--- src/pirl_pkg.sv ---
// Package with register map, field layout and rate constants of the ingress rate limiter.
`default_nettype none
package pirl_pkg;
  // Register indices; the byte address is four times the index.
  localparam logic [11:0] CFG_IDX = 12'h403;
  localparam logic [11:0] STAT_IDX = 12'h404;
  localparam logic [11:0] LIM0_IDX = 12'h410;
  localparam logic [11:0] LIM7_IDX = 12'h417;
  // Field positions of the configuration register.
  localparam int CFG_PORT_BIT = 6;
  localparam int CFG_PPS_BIT = 5;
  localparam int CFG_FC_BIT = 4;
  localparam int CFG_MODE_LSB = 2;
  localparam int CFG_IFG_BIT = 1;
  localparam int CFG_PRE_BIT = 0;
  localparam logic [6:0] CFG_RESET = 7'h00;
  localparam logic [6:0] LIM_RESET = 7'h00;
  // Frame class selections.
  localparam logic [1:0] MODE_ALL = 2'h0;
  localparam logic [1:0] MODE_BMF = 2'h1;
  localparam logic [1:0] MODE_BM = 2'h2;
  localparam logic [1:0] MODE_B = 2'h3;
  // Link speed encodings.
  localparam logic [1:0] SPD_10 = 2'h0;
  localparam logic [1:0] SPD_100 = 2'h1;
  localparam logic [1:0] SPD_1000 = 2'h2;
  // Extra bytes per frame.
  localparam logic [15:0] IFG_BYTES = 16'h000c;
  localparam logic [15:0] PRE_BYTES = 16'h0008;
  // Measurement window and clock rate.
  localparam int WINDOW_MS = 125;
  localparam int CLK_MHZ = 250;
  localparam int WINDOW_CYCLES = WINDOW_MS * CLK_MHZ * 1000;
  // Allowances per window: bytes in bit mode, frames in packet mode.
  localparam logic [31:0] LINE_BPS_10 = 32'd156250;
  localparam logic [31:0] LINE_BPS_100 = 32'd1562500;
  localparam logic [31:0] LINE_BPS_1000 = 32'd15625000;
  localparam logic [31:0] LINE_PPS_10 = 32'd2400;
  localparam logic [31:0] LINE_PPS_100 = 32'd24000;
  localparam logic [31:0] LINE_PPS_1000 = 32'd240000;
  localparam logic [31:0] BPS_1M = 32'd15625;
  localparam logic [31:0] BPS_10M = 32'd156250;
  localparam logic [31:0] BPS_64K = 32'd1000;
  localparam logic [31:0] BPS_640K = 32'd10000;
  localparam logic [31:0] PPS_1K92 = 32'd240;
  localparam logic [31:0] PPS_19K2 = 32'd2400;
  localparam logic [31:0] PPS_64 = 32'd8;
  localparam logic [31:0] PPS_128 = 32'd16;
  localparam logic [31:0] PPS_640 = 32'd80;
  // Bus handshake states.
  typedef enum logic [1:0] {
    BUS_IDLE = 2'b01,
    BUS_ACK = 2'b10
  } pirl_bus_t;
endpackage
`default_nettype wire

--- src/pirl_top.sv ---
// Ingress rate limiter of one switch port with its Avalon-MM register slave.
// Notes on behaviour
// Mode bit set: one port limit; clear: per-priority.
// PPS bit chooses packet or bit accounting.
// Over limit asserts flow control when both enabled.
// Two-bit field picks counted frame classes.
// IFG option adds twelve bytes per frame.
// Preamble option adds eight bytes per frame.
// Preamble option ignored in packet mode.
// Priority 0 limit: 7-bit code, resets zero.
// Limit codes staged; priority 7 write commits all.
// Code zero means full line rate.
// Codes 1-10 scale per speed table.
// Codes 11-100 scale at 100M and 1000M.
// Codes 11-100 at 10M stay line rate.
// Codes 101-115 use fixed low-rate table.
// Excess dropped without flow control; windowed counting.
//
// Decided for this implementation: the Avalon-MM register port.
`default_nettype none
module pirl_top
  import pirl_pkg::*;
#(
  parameter int WIN_CYCLES = WINDOW_CYCLES
) (
  input wire logic CORE_CLK_IN,
  input wire logic RST_IN,
  input wire logic [11:0] AVS_ADDRESS_IN,
  input wire logic AVS_READ_IN,
  input wire logic AVS_WRITE_IN,
  input wire logic [31:0] AVS_WRITEDATA_IN,
  output logic [31:0] AVS_READDATA_OUT,
  output logic AVS_WAITREQUEST_OUT,
  // Frame side: link speed, port pause enable and one frame per valid cycle.
  input wire logic [1:0] LINK_SPEED_IN,
  input wire logic PORT_FC_EN_IN,
  input wire logic FRAME_VALID_IN,
  input wire logic [15:0] FRAME_LEN_IN,
  input wire logic [2:0] FRAME_PRIO_IN,
  input wire logic FRAME_BCAST_IN,
  input wire logic FRAME_MCAST_IN,
  input wire logic FRAME_FLOOD_IN,
  output logic FRAME_DROP_OUT,
  output logic FLOW_CTRL_OUT
);

  // Turns a rate code into the allowance for one window.
  // Allowances are counted per window rather than per second, so each table entry is
  // pre-scaled by the window length; a shorter window in simulation keeps the same codes
  // but refills sooner.
  function automatic logic [31:0] allow_f(input logic [6:0] c, input logic [1:0] sp,
                                          input logic pps);
    logic [31:0] k;
    logic [31:0] r;
    k = {25'h0, c};
    r = 32'h0;
    if (c == 7'h00 || c > 7'h73) begin
      // Undefined high codes fall back to line rate rather than blocking traffic.
      case (sp)
        SPD_10: r = pps ? LINE_PPS_10 : LINE_BPS_10;
        SPD_100: r = pps ? LINE_PPS_100 : LINE_BPS_100;
        default: r = pps ? LINE_PPS_1000 : LINE_BPS_1000;
      endcase
    end else if (c <= 7'h0a) begin
      // Lowest band: one megabit step per code at every speed in bit mode; the packet step is ten times larger at 1000M.
      if (pps) begin
        r = (sp == SPD_10 || sp == SPD_100) ? PPS_1K92 * k : PPS_19K2 * k;
      end else begin
        r = BPS_1M * k;
      end
    end else if (c <= 7'h64) begin
      // Middle band: the slowest link has no finer setting and stays at line rate.
      case (sp)
        SPD_10: r = pps ? LINE_PPS_10 : LINE_BPS_10;
        SPD_100: r = pps ? PPS_1K92 * k : BPS_1M * k;
        default: r = pps ? PPS_19K2 * k : BPS_10M * k;
      endcase
    end else begin
      // Fixed low rates are indexed from one, so code 101 is step one.
      k = k - 32'd100;
      if (pps) begin
        if (sp == SPD_10 || sp == SPD_100) begin
          r = (k <= 32'd2) ? PPS_64 * k : PPS_128 * (k - 32'd1);
        end else begin
          // The gigabit column is ten times the slower one, so it doubles from code 103 on.
          r = (k <= 32'd2) ? PPS_640 * k : PPS_640 * (k + k - 32'd2);
        end
      end else begin
        case (sp)
          SPD_10: r = BPS_64K * k;
          SPD_100: r = (k <= 32'd3) ? BPS_640K * k : BPS_64K * k;
          default: r = BPS_640K * k;
        endcase
      end
    end
    return r;
  endfunction

  // Bus handshake state and the register file.
  pirl_bus_t bus_st;
  pirl_bus_t next_bus_st;
  logic [6:0] cfg;
  logic [6:0] next_cfg;
  logic [6:0] stage [8];
  logic [6:0] next_stage [8];
  logic [6:0] act [8];
  logic [6:0] next_act [8];
  logic [31:0] rdata;
  logic [31:0] next_rdata;
  logic req;
  logic wr_go;
  logic [11:0] lim_off;
  // Sticky excess flag of the current window, also shown in the status register.
  logic over_any;

  // One wait cycle per access keeps the read path registered.
  // The cost is two cycles per access, which matters little for a configuration port.
  assign req = AVS_READ_IN | AVS_WRITE_IN;
  assign AVS_WAITREQUEST_OUT = req & (bus_st == BUS_IDLE);
  assign AVS_READDATA_OUT = rdata;
  assign wr_go = AVS_WRITE_IN & (bus_st == BUS_ACK);
  assign lim_off = AVS_ADDRESS_IN - LIM0_IDX;

  // Bus handshake and register next values.
  always_comb begin
    next_bus_st = BUS_IDLE;
    case (bus_st)
      BUS_IDLE: next_bus_st = req ? BUS_ACK : BUS_IDLE;
      BUS_ACK: next_bus_st = BUS_IDLE;
      default: next_bus_st = BUS_IDLE;
    endcase
    next_cfg = cfg;
    next_stage = stage;
    next_act = act;
    next_rdata = rdata;
    if (wr_go) begin
      if (AVS_ADDRESS_IN == CFG_IDX) begin
        next_cfg = AVS_WRITEDATA_IN[6:0];
      end else if (AVS_ADDRESS_IN >= LIM0_IDX && AVS_ADDRESS_IN <= LIM7_IDX) begin
        // Bit 7 stays reserved, so only the code is kept.
        next_stage[lim_off[2:0]] = AVS_WRITEDATA_IN[6:0];
      end
      if (AVS_ADDRESS_IN == LIM7_IDX) begin
        // The last priority write publishes every staged code together.
        // Software must finish staging before this write; later stagings wait again.
        next_act = next_stage;
      end
    end
    if (AVS_READ_IN && bus_st == BUS_IDLE) begin
      // Unmapped addresses read as zero.
      // The status word is a local addition: bit 0 flow control, bit 1 excess seen.
      next_rdata = 32'h0;
      if (AVS_ADDRESS_IN == CFG_IDX) begin
        next_rdata = {25'h0, cfg};
      end else if (AVS_ADDRESS_IN == STAT_IDX) begin
        next_rdata = {30'h0, over_any, FLOW_CTRL_OUT};
      end else if (AVS_ADDRESS_IN >= LIM0_IDX && AVS_ADDRESS_IN <= LIM7_IDX) begin
        next_rdata = {25'h0, stage[lim_off[2:0]]};
      end
    end
  end

  // Registers for the bus side.
  // Staged and active codes both reset to line rate.
  always_ff @(posedge CORE_CLK_IN or posedge RST_IN) begin
    if (RST_IN) begin
      bus_st <= BUS_IDLE;
      cfg <= CFG_RESET;
      rdata <= 32'h0;
      for (int i = 0; i < 8; i++) begin
        stage[i] <= LIM_RESET;
        act[i] <= LIM_RESET;
      end
    end else begin
      bus_st <= next_bus_st;
      cfg <= next_cfg;
      rdata <= next_rdata;
      stage <= next_stage;
      act <= next_act;
    end
  end

  // Frame side: classification, charge and the per-bucket accounting.
  logic port_mode;
  logic pps_mode;
  logic [1:0] cls_mode;
  logic counted;
  logic [2:0] bkt;
  logic [15:0] amount;
  logic [31:0] limit;
  logic [31:0] used [8];
  logic [31:0] cur;
  logic exceed;
  logic fc_allow;
  logic admit;
  logic [31:0] win_cnt;
  logic [31:0] next_win_cnt;
  logic tick;
  logic next_over_any;
  logic next_drop;
  logic next_fc;

  // Configuration fields decoded once for the frame logic.
  assign port_mode = cfg[CFG_PORT_BIT];
  assign pps_mode = cfg[CFG_PPS_BIT];
  assign cls_mode = cfg[CFG_MODE_LSB +: 2];

  // Frame class filter picks which frames are charged at all.
  // Frames outside the class are neither charged nor dropped.
  always_comb begin
    case (cls_mode)
      MODE_ALL: counted = 1'b1;
      MODE_BMF: counted = FRAME_BCAST_IN | FRAME_MCAST_IN | FRAME_FLOOD_IN;
      MODE_BM: counted = FRAME_BCAST_IN | FRAME_MCAST_IN;
      MODE_B: counted = FRAME_BCAST_IN;
      default: counted = 1'b1;
    endcase
  end

  // Port mode charges the single priority 0 bucket.
  // Priority mode charges the bucket of the frame's own priority.
  assign bkt = port_mode ? 3'h0 : FRAME_PRIO_IN;
  assign limit = allow_f(act[bkt], LINK_SPEED_IN, pps_mode);
  assign cur = used[bkt];

  // Charge per frame; preamble only matters when counting bits.
  // A frame longer than 65515 bytes with both extras would wrap the 16-bit charge.
  always_comb begin
    if (pps_mode) begin
      amount = 16'h0001;
    end else begin
      amount = FRAME_LEN_IN;
      if (cfg[CFG_IFG_BIT]) begin
        amount = amount + IFG_BYTES;
      end
      if (cfg[CFG_PRE_BIT]) begin
        amount = amount + PRE_BYTES;
      end
    end
  end

  // A frame that would push the bucket past its allowance is over the limit.
  // Excess frames are charged only under flow control, so a dropped frame leaves room for a smaller one.
  assign exceed = FRAME_VALID_IN & counted & (cur + {16'h0, amount} > limit);
  assign fc_allow = cfg[CFG_FC_BIT] & PORT_FC_EN_IN;
  // With flow control the frame is still accepted and the sender is paused.
  assign admit = FRAME_VALID_IN & counted & (~exceed | fc_allow);
  assign tick = (win_cnt == 32'(WIN_CYCLES - 1));

  // Window timer and outcome flags.
  // Flow control follows the latest excess and falls as soon as either enable drops.
  always_comb begin
    next_win_cnt = tick ? 32'h0 : win_cnt + 32'h1;
    next_drop = exceed & ~fc_allow;
    next_fc = FLOW_CTRL_OUT;
    next_over_any = over_any;
    if (tick) begin
      next_fc = 1'b0;
      next_over_any = 1'b0;
    end
    // A new excess in the clearing cycle still sets the flags.
    if (exceed) begin
      next_fc = fc_allow;
      next_over_any = 1'b1;
    end
    if (!fc_allow) begin
      next_fc = 1'b0;
    end
  end

  // Registers for the window and outcomes.
  // The drop pulse is registered, so it trails its frame by exactly one cycle.
  always_ff @(posedge CORE_CLK_IN or posedge RST_IN) begin
    if (RST_IN) begin
      win_cnt <= 32'h0;
      FRAME_DROP_OUT <= 1'b0;
      FLOW_CTRL_OUT <= 1'b0;
      over_any <= 1'b0;
    end else begin
      win_cnt <= next_win_cnt;
      FRAME_DROP_OUT <= next_drop;
      FLOW_CTRL_OUT <= next_fc;
      over_any <= next_over_any;
    end
  end

  // One usage counter per priority bucket, cleared at each window edge.
  // In port mode only bucket 0 is charged; the others hold their count until the window edge clears it.
  for (genvar g = 0; g < 8; g++) begin : g_bkt
    logic [31:0] next_used;
    always_comb begin
      next_used = tick ? 32'h0 : used[g];
      if (admit && bkt == 3'(g)) begin
        next_used = next_used + {16'h0, amount};
      end
    end
    always_ff @(posedge CORE_CLK_IN or posedge RST_IN) begin
      if (RST_IN) begin
        used[g] <= 32'h0;
      end else begin
        used[g] <= next_used;
      end
    end
  end

endmodule
`default_nettype wire
--- config.mk ---
export PLATFORM = sky130hd
export DESIGN_NAME = pirl_top
export DESIGN_NICKNAME = d
export VERILOG_FILES = /design/src/pirl_pkg.sv /design/src/pirl_top.sv
export SDC_FILE = /design/constraint.sdc
export NUM_CORES = 2
export LEC_CHECK = 0
export ABC_AREA = 1
export BUFFER_PORTS_ARGS = -buffer_cell sky130_fd_sc_hd__buf_2
export CAP_MARGIN = 30
export CORE_ASPECT_RATIO = 0.6
export CORE_UTILIZATION = 55
export CTS_BUF_LIST = sky130_fd_sc_hd__clkbuf_8 sky130_fd_sc_hd__clkbuf_16
export CTS_CLUSTER_SIZE = 12
export DETAILED_ROUTE_END_ITERATION = 10
export PLACE_DENSITY = 0.68
export SYNTH_ARGS = -nofsm -noshare
export SYNTH_HDL_FRONTEND = slang
export SYNTH_SLANG_ARGS = --single-unit
--- constraint.sdc ---
create_clock -name CORE_CLK_IN -period 18.92 [get_ports CORE_CLK_IN]
set_input_delay 0 -clock CORE_CLK_IN [delete_from_list [all_inputs] [get_ports CORE_CLK_IN]]
set_output_delay 0 -clock CORE_CLK_IN [all_outputs]
set_load 0.005 [all_outputs]
==> Word level (Yosys, flattened, before mapping) <==
Cells that the tools add are included.
{ "totals": {"in_bits": 74, "output_inout_bits": 35, "ff_bits": 444, "wordCells": 183} }
{ "classes": {"bitwise": 15, "addsub": 17, "multipliers": 8, "n_eq_ne": 18, "mux": 63, "order_cmp": 11, "n_reduce_logical": 20} }
{ "op_table": {"columns": ["op", "n"], "rows": [
  ["two-way mux 32 bit", 27],
  ["adder 32 x 16 -> 32 bit", 9],
  ["two-way mux 56 bit", 2],
  ["binary-select mux 32 bit (select 3 bit)", 1],
  ["less-or-equal comparator 32 x 2 -> 1 bit, second input constant", 2],
  ["multiplier 3 x 32 -> 28 bit, first input constant", 2],
  ["two-way mux 16 bit", 4],
  ["one-hot mux 32 bit (2 select lines)", 1],
  ["two-way mux 21 bit", 3],
  ["bitwise mux 56 bit", 1],
  ["two-way mux 7 bit", 8],
  ["one-hot mux 25 bit (2 select lines)", 1],
  ["one-hot mux 24 bit (2 select lines)", 1],
  ["binary-select mux 7 bit (select 3 bit)", 2],
  ["equality test 12 x 11 -> 1 bit, second input constant", 3],
  ["adder 16 x 4 -> 16 bit, second input constant", 2],
  ["adder 32 x 1 -> 32 bit, second input constant", 1],
  ["equality test 32 x 25 -> 1 bit, second input constant", 1],
  ["> comparator 32 bit", 1],
  ["multiplier 10 x 32 -> 28 bit, first input constant", 1],
  ["multiplier 7 x 32 -> 29 bit, first input constant", 1],
  ["two-way mux 25 bit", 1],
  ["multiplier 17 x 7 -> 24 bit, first input constant", 1],
  ["two-way mux 24 bit", 1],
  ["other kinds (39)", 75]
]} }

==> Logic depth before layout (Yosys ltp) <==
{ "depth": {"ltp_word": 22, "mapped_depth": 58} }

==> Least setup slack after synthesis <==
Ideal clock, no wire load.
{ "synth_timing": {"path_type": "reg2reg", "from": "register cfg[6]", "to": "register used[252] (netlist name)", "setup_time_ps": 134, "path_slack_ps": 8570, "stages_incl_launch_ff": 51, "arrival_time_ps": 10217, "required_ps": 18786, "path_cell_list": "dfrtp_1 inv_4 nand2_8 nor2_4 buf_1 clkbuf_1 a221oi_1 o21ai_0 inv_1 ha_1 inv_1 a21oi_1 or2_1 nand2_1 inv_1 fa_1 ha_1 inv_1 (+15 left out) inv_1 nor3_1 o21ai_0 nand2_1 nand2_1 nand2_1 nand2_1 nand2_1 ha_1 nand2_1 or3_1 nor4_1 a21boi_0 nand3_1 nand3_1 clkinv_1 clkbuf_1 o21ai_0"} }
{ "synth_via": {"elab_chain_cells": 22, "elab_cells_between_ends": 50, "cone_classes": "add/sub (5); mul (8); order compare (6); mux (22); bitwise (5); reduce/logical (4)"} }
{ "synth_lines": {"columns": ["item", "line", "source"], "rows": [
  ["start: declaration", "pirl_top.sv:102", "logic [6:0] cfg;"],
  ["start signal: assignment", "pirl_top.sv:176", "cfg <= next_cfg;"],
  ["two-way mux 3 bit *", "pirl_top.sv:222", "assign bkt = port_mode ? 3'h0 : FRAME_PRIO_IN;"],
  ["inverter 3 -> 4 bit (implied by the code)", "pirl_top.sv:223, pirl_top.sv:224", null],
  ["binary-select mux 7 bit (select 3 bit)", "pirl_top.sv:223", "assign limit = allow_f(act[bkt], LINK_SPEED_IN, pps_mode);"],
  ["two-way mux 7 bit (implied by the code) (2 in a row)", "pirl_top.sv:223", null],
  ["subtractor 7 x 7 -> 8 bit", "pirl_top.sv:80", "k = k - 32'd100;"],
  ["adder 8 x 8 -> 9 bit", "pirl_top.sv:86", "r = (k <= 32'd2) ? PPS_640 * k : PPS_640 * (k + k - 32'd2);"],
  ["subtractor 9 x 3 -> 10 bit", "pirl_top.sv:86", null],
  ["multiplier 3 x 32 -> 28 bit", "pirl_top.sv:86", null],
  ["(+6 left out)", null, null],
  ["> comparator 32 bit", "pirl_top.sv:244", "assign exceed = FRAME_VALID_IN & counted & (cur + {16'h0, amount} > limit);"],
  ["bitwise AND 1 bit", "pirl_top.sv:244", null],
  ["inverter 1 bit", "pirl_top.sv:247", "assign admit = FRAME_VALID_IN & counted & (~exceed | fc_allow);"],
  ["bitwise OR 1 bit", "pirl_top.sv:247", null],
  ["bitwise AND 1 bit", "pirl_top.sv:247", null],
  ["logical AND 1 bit *", "pirl_top.sv:293", "if (admit && bkt == 3'(g)) begin"],
  ["two-way mux 32 bit *", "pirl_top.sv:293", null],
  ["net g_bkt[0].next_used[28]", "pirl_top.sv:290", "logic [31:0] next_used;"],
  ["end signal: indexed assignment", "pirl_top.sv:301", "used[g] <= next_used;"],
  ["end: declaration", "pirl_top.sv:191", "logic [31:0] used [8];"]
]} }
The timed path passes the listed nets; every way through them passes the cells marked *. The select of a mux whose other input is x is not followed.
A chain may end at the register's enable or synchronous reset.

==> Final worst setup path <==
{ "layout_timing": {"from": "register cfg[6]", "to": "register used[188] (netlist name)"} }
{ "layout_via": {"elab_chain_cells": 22, "elab_cells_between_ends": 50, "cone_classes": "add/sub (5); mul (8); order compare (6); eq/ne (1); mux (22); bitwise (5); reduce/logical (3)"} }
{ "layout_lines": {"columns": ["item", "line"], "rows": [
  ["two-way mux 3 bit *", "pirl_top.sv:222"],
  ["inverter 3 -> 4 bit (implied by the code)", "pirl_top.sv:223, pirl_top.sv:224"],
  ["binary-select mux 7 bit (select 3 bit)", "pirl_top.sv:223"],
  ["two-way mux 7 bit (implied by the code) (2 in a row)", "pirl_top.sv:223"],
  ["subtractor 7 x 7 -> 8 bit", "pirl_top.sv:80"],
  ["adder 8 x 8 -> 9 bit", "pirl_top.sv:86"],
  ["subtractor 9 x 3 -> 10 bit", "pirl_top.sv:86"],
  ["multiplier 3 x 32 -> 28 bit", "pirl_top.sv:86"],
  ["(+6 left out)", null],
  ["> comparator 32 bit", "pirl_top.sv:244"],
  ["bitwise AND 1 bit", "pirl_top.sv:244"],
  ["inverter 1 bit", "pirl_top.sv:247"],
  ["bitwise OR 1 bit", "pirl_top.sv:247"],
  ["bitwise AND 1 bit", "pirl_top.sv:247"],
  ["logical AND 1 bit *", "pirl_top.sv:293"],
  ["two-way mux 32 bit *", "pirl_top.sv:293"],
  ["net g_bkt[2].next_used[28]", "pirl_top.sv:290"]
]} }
Marked as above.

==> out/results.txt <==
Status -> finished, final reports clean
Synth-to-layout area growth -> 6.85%
Worst Max-Slew Pin Slew -> 1.21 ns
TritonRoute pass-1 iters -> 7
Starting Density -> 55.9%
Via count -> 44889
Final-report hold violation count -> 0
Ratio of final minimum period to clock period -> 66.6%
Critical path required time -> 19.40 ns
Largest net degree at the start of global routing -> 90
Pins Over Slew Limit -> 0
Yosys cell types -> 73
Max Clk Rate -> 79.4 MHz
Critical Path Source Type -> flop
Row count -> 79
Initial antenna violation count -> 9
Final wirelength -> 171000 um
Antenna viol nets, final -> 0
Max Cap Viol -> 0
Most used cell, CP -> nand2_1
Data arrival, critical path -> 13.07 ns
YS warnings -> 0
Layout cells sized above 1 -> 4.17%
Reg clk slew, reported paths -> 0.06 ns
Min Tclk post-route -> 12.59 ns
Post-CTS setup buffers -> 0
Mapped Cells -> 6478
CTS Sinks -> 419
H-tree Lvls -> 2
Dpl hpwl -> 134000 um
Post-DP Area -> 0.0450 mm^2
Clock buffer depth -> 3
Vias in the first global route -> 38677
Final TNS setup -> 0 ns
Pwr/cell area -> 132 mW/mm^2
Setup violators final -> 0
CP Class -> flop to flop
Slowest CP cell -> clkinv_1
Number of flops mapped to enable cells by yosys -> 0
Num CTS Buffers -> 44
Root buf cell -> clkbuf_16
I/O pin count -> 109
Count leader, synth -> nand2_1
Post_cts resized -> 0
Routed WL per cell -> 22.6 um
First-pass GRT wire length -> 248000 um
CP peak stage delay -> 0.64 ns
Static Leakage -> 23.8 nW
Die H -> 220 um
Placed Instances -> 7478
Share of the synthesized area in the top cell type -> 24.0%
IO buf count -> 58
Worst slew margin -> 19.1%
Initial DRC count -> 6502
Setup repair after global routing missed its margin -> false
Hold Path Class -> input pin to flop
Global route overflow -> 0
Design Area, Final -> 0.0466 mm^2
Filler cells -> 7577
Seq/Total Area, Yosys -> 24.1%
Avg Cell Area, Syn -> 6.73 um^2
Peak VDD IR -> 0.133 mV
Async S/R FF share, synth -> 100%
Die area -> 0.0804 mm^2
Sequential Area -> 0.0105 mm^2
Clock Latency Late Sink -> 0.62 ns
Finished Layout Cells -> 7575
CTS tree -> done
Area of the multi-input gates -> 0.0288 mm^2
Nets -> 7079
Cells taking the most area after synthesis -> dfrtp_1 (24%), nand2_1 (14%), ha_1 (12%), inv_1 (7.8%), o21ai_0 (6.4%)
Area leader, netlist -> dfrtp_1
Seq cells post-synth -> 419
Routability cong. -> 1.07
Post-synth top cells -> nand2_1 (1594), inv_1 (911), nor2_1 (676), o21ai_0 (553), ha_1 (429)
Worst Path Max Fanout -> 39
Cell Area, Synth -> 0.0436 mm^2
Ys flop type -> dfrtp_1
Crit end category -> flop
Setup Skew -> 0.0358 ns
Vias per Instance -> 5.93
Core area -> 0.0780 mm^2
All-layer global routing usage -> 41.8%
Die width -> 365 um
# DRC -> 0
-- through the flow --
stage,worst slack [ns],hold WS [ns],util (%),power (mW)
floorplan,7.26,0.132,-,3.92
global placement,6.89,0.147,57.6,4.99
detailed placement,6.76,0.148,57.7,5.04
CTS,6.71,0.0145,59.6,5.94
global route,5.61,0.0597,59.7,6.59
finish,6.33,0.00923,59.7,6.14
-- sequential cells by signal (all words and copies together), names as in the netlist --
signal            flops
AVS_READDATA_OUT      7
FLOW_CTRL_OUT         1
FRAME_DROP_OUT        1
act                  56
bus_st                2
cfg                   7
over_any              1
stage                56
used                256
win_cnt              32
-- layout make-up --
class	instances	share of cell area (%)
inverter	935	7.57
clock inverter	22	0.406
tap	1053	2.83
sequential	419	22.5
antenna	3	0.0161
clock buffer	49	2.51
multi-input combinational	4940	61.8
timing repair buffer	154	2.35
-- final timing paths --
kind                                 startpoint                              end  slack (ns)  cells after the start
min in group asynchronous                RST_IN            win_cnt[15]$_DFF_PP0_        0.04                      3
setup / recovery             cfg[6]$_DFFE_PP0P_              used[188]$_DFF_PP0_        6.33                     54
setup reg to reg             cfg[6]$_DFFE_PP0P_              used[188]$_DFF_PP0_        6.33                     54
max in group asynchronous                RST_IN              used[185]$_DFF_PP0_       16.66                      5
hold reg to reg            win_cnt[0]$_DFF_PP0_             win_cnt[0]$_DFF_PP0_        0.48                      1
hold / removal                AVS_ADDRESS_IN[9]  AVS_READDATA_OUT[4]$_DFFE_PP0P_       0.009                      6
-- cells by family after synthesis --
kind of cell | synth area share, %
and+or+nand+nor | 26.1
AOI/OAI and AO/OA | 16.7
buffers and inverters | 10.3
adders and majority gates | 16.1
DFF | 24.1
xor gates and xnor gates | 6.63
muxes | 0.103
other | 0.00861
-- worst max-delay path, delay by kind of cell (launching register included) --
family | cells | cell delay (ns)
AND/OR/NAND/NOR | 24 | 3.81
buffers and inverters | 14 | 3.58
adder cells (fa/ha/maj) | 8 | 3.26
AO/OA/AOI/OAI | 8 | 1.26
flip-flops | 1 | 0.49
-- metal layers --
metal / up-vias / part of all wire [%] / global-route usage [%]
met1: 20937 / 46 / 63.6
met3: 202 / 20 / 28.5
met2: 2598 / 32 / 45.8
met5: - / 0.19 / 2.14
met4: 14 / 1.6 / 5.76
li1: 21138 / - / -
-- power by group --
part	leakage [nW]	total, mW	internal (mW)	switching [mW]
Sequential	5.42	1.30	1.09	0.207
Combinational	17.7	3.96	1.34	2.62
Clock	0.708	0.882	0.469	0.413
Total	23.8	6.14	2.90	3.24
-- layout by cell type (no fill, tap or decap), drive strengths merged, types with 116 or more instances in the layout --
master	instances
a21oi	414
buf	135
dfrtp	418
ha	429
inv	937
nand2	1607
nand3	273
nor2	682
o21ai	577
xnor2	116
xor2	211
-- what timing repair did --
action | 4_1_cts | 5_1_grt
endpoints found under the hold margin | 126 | 0
hold buffers | 19 | 0
setup endpoints to repair | 0 | 0
Note: power is estimated with default switching activity, not from simulation.
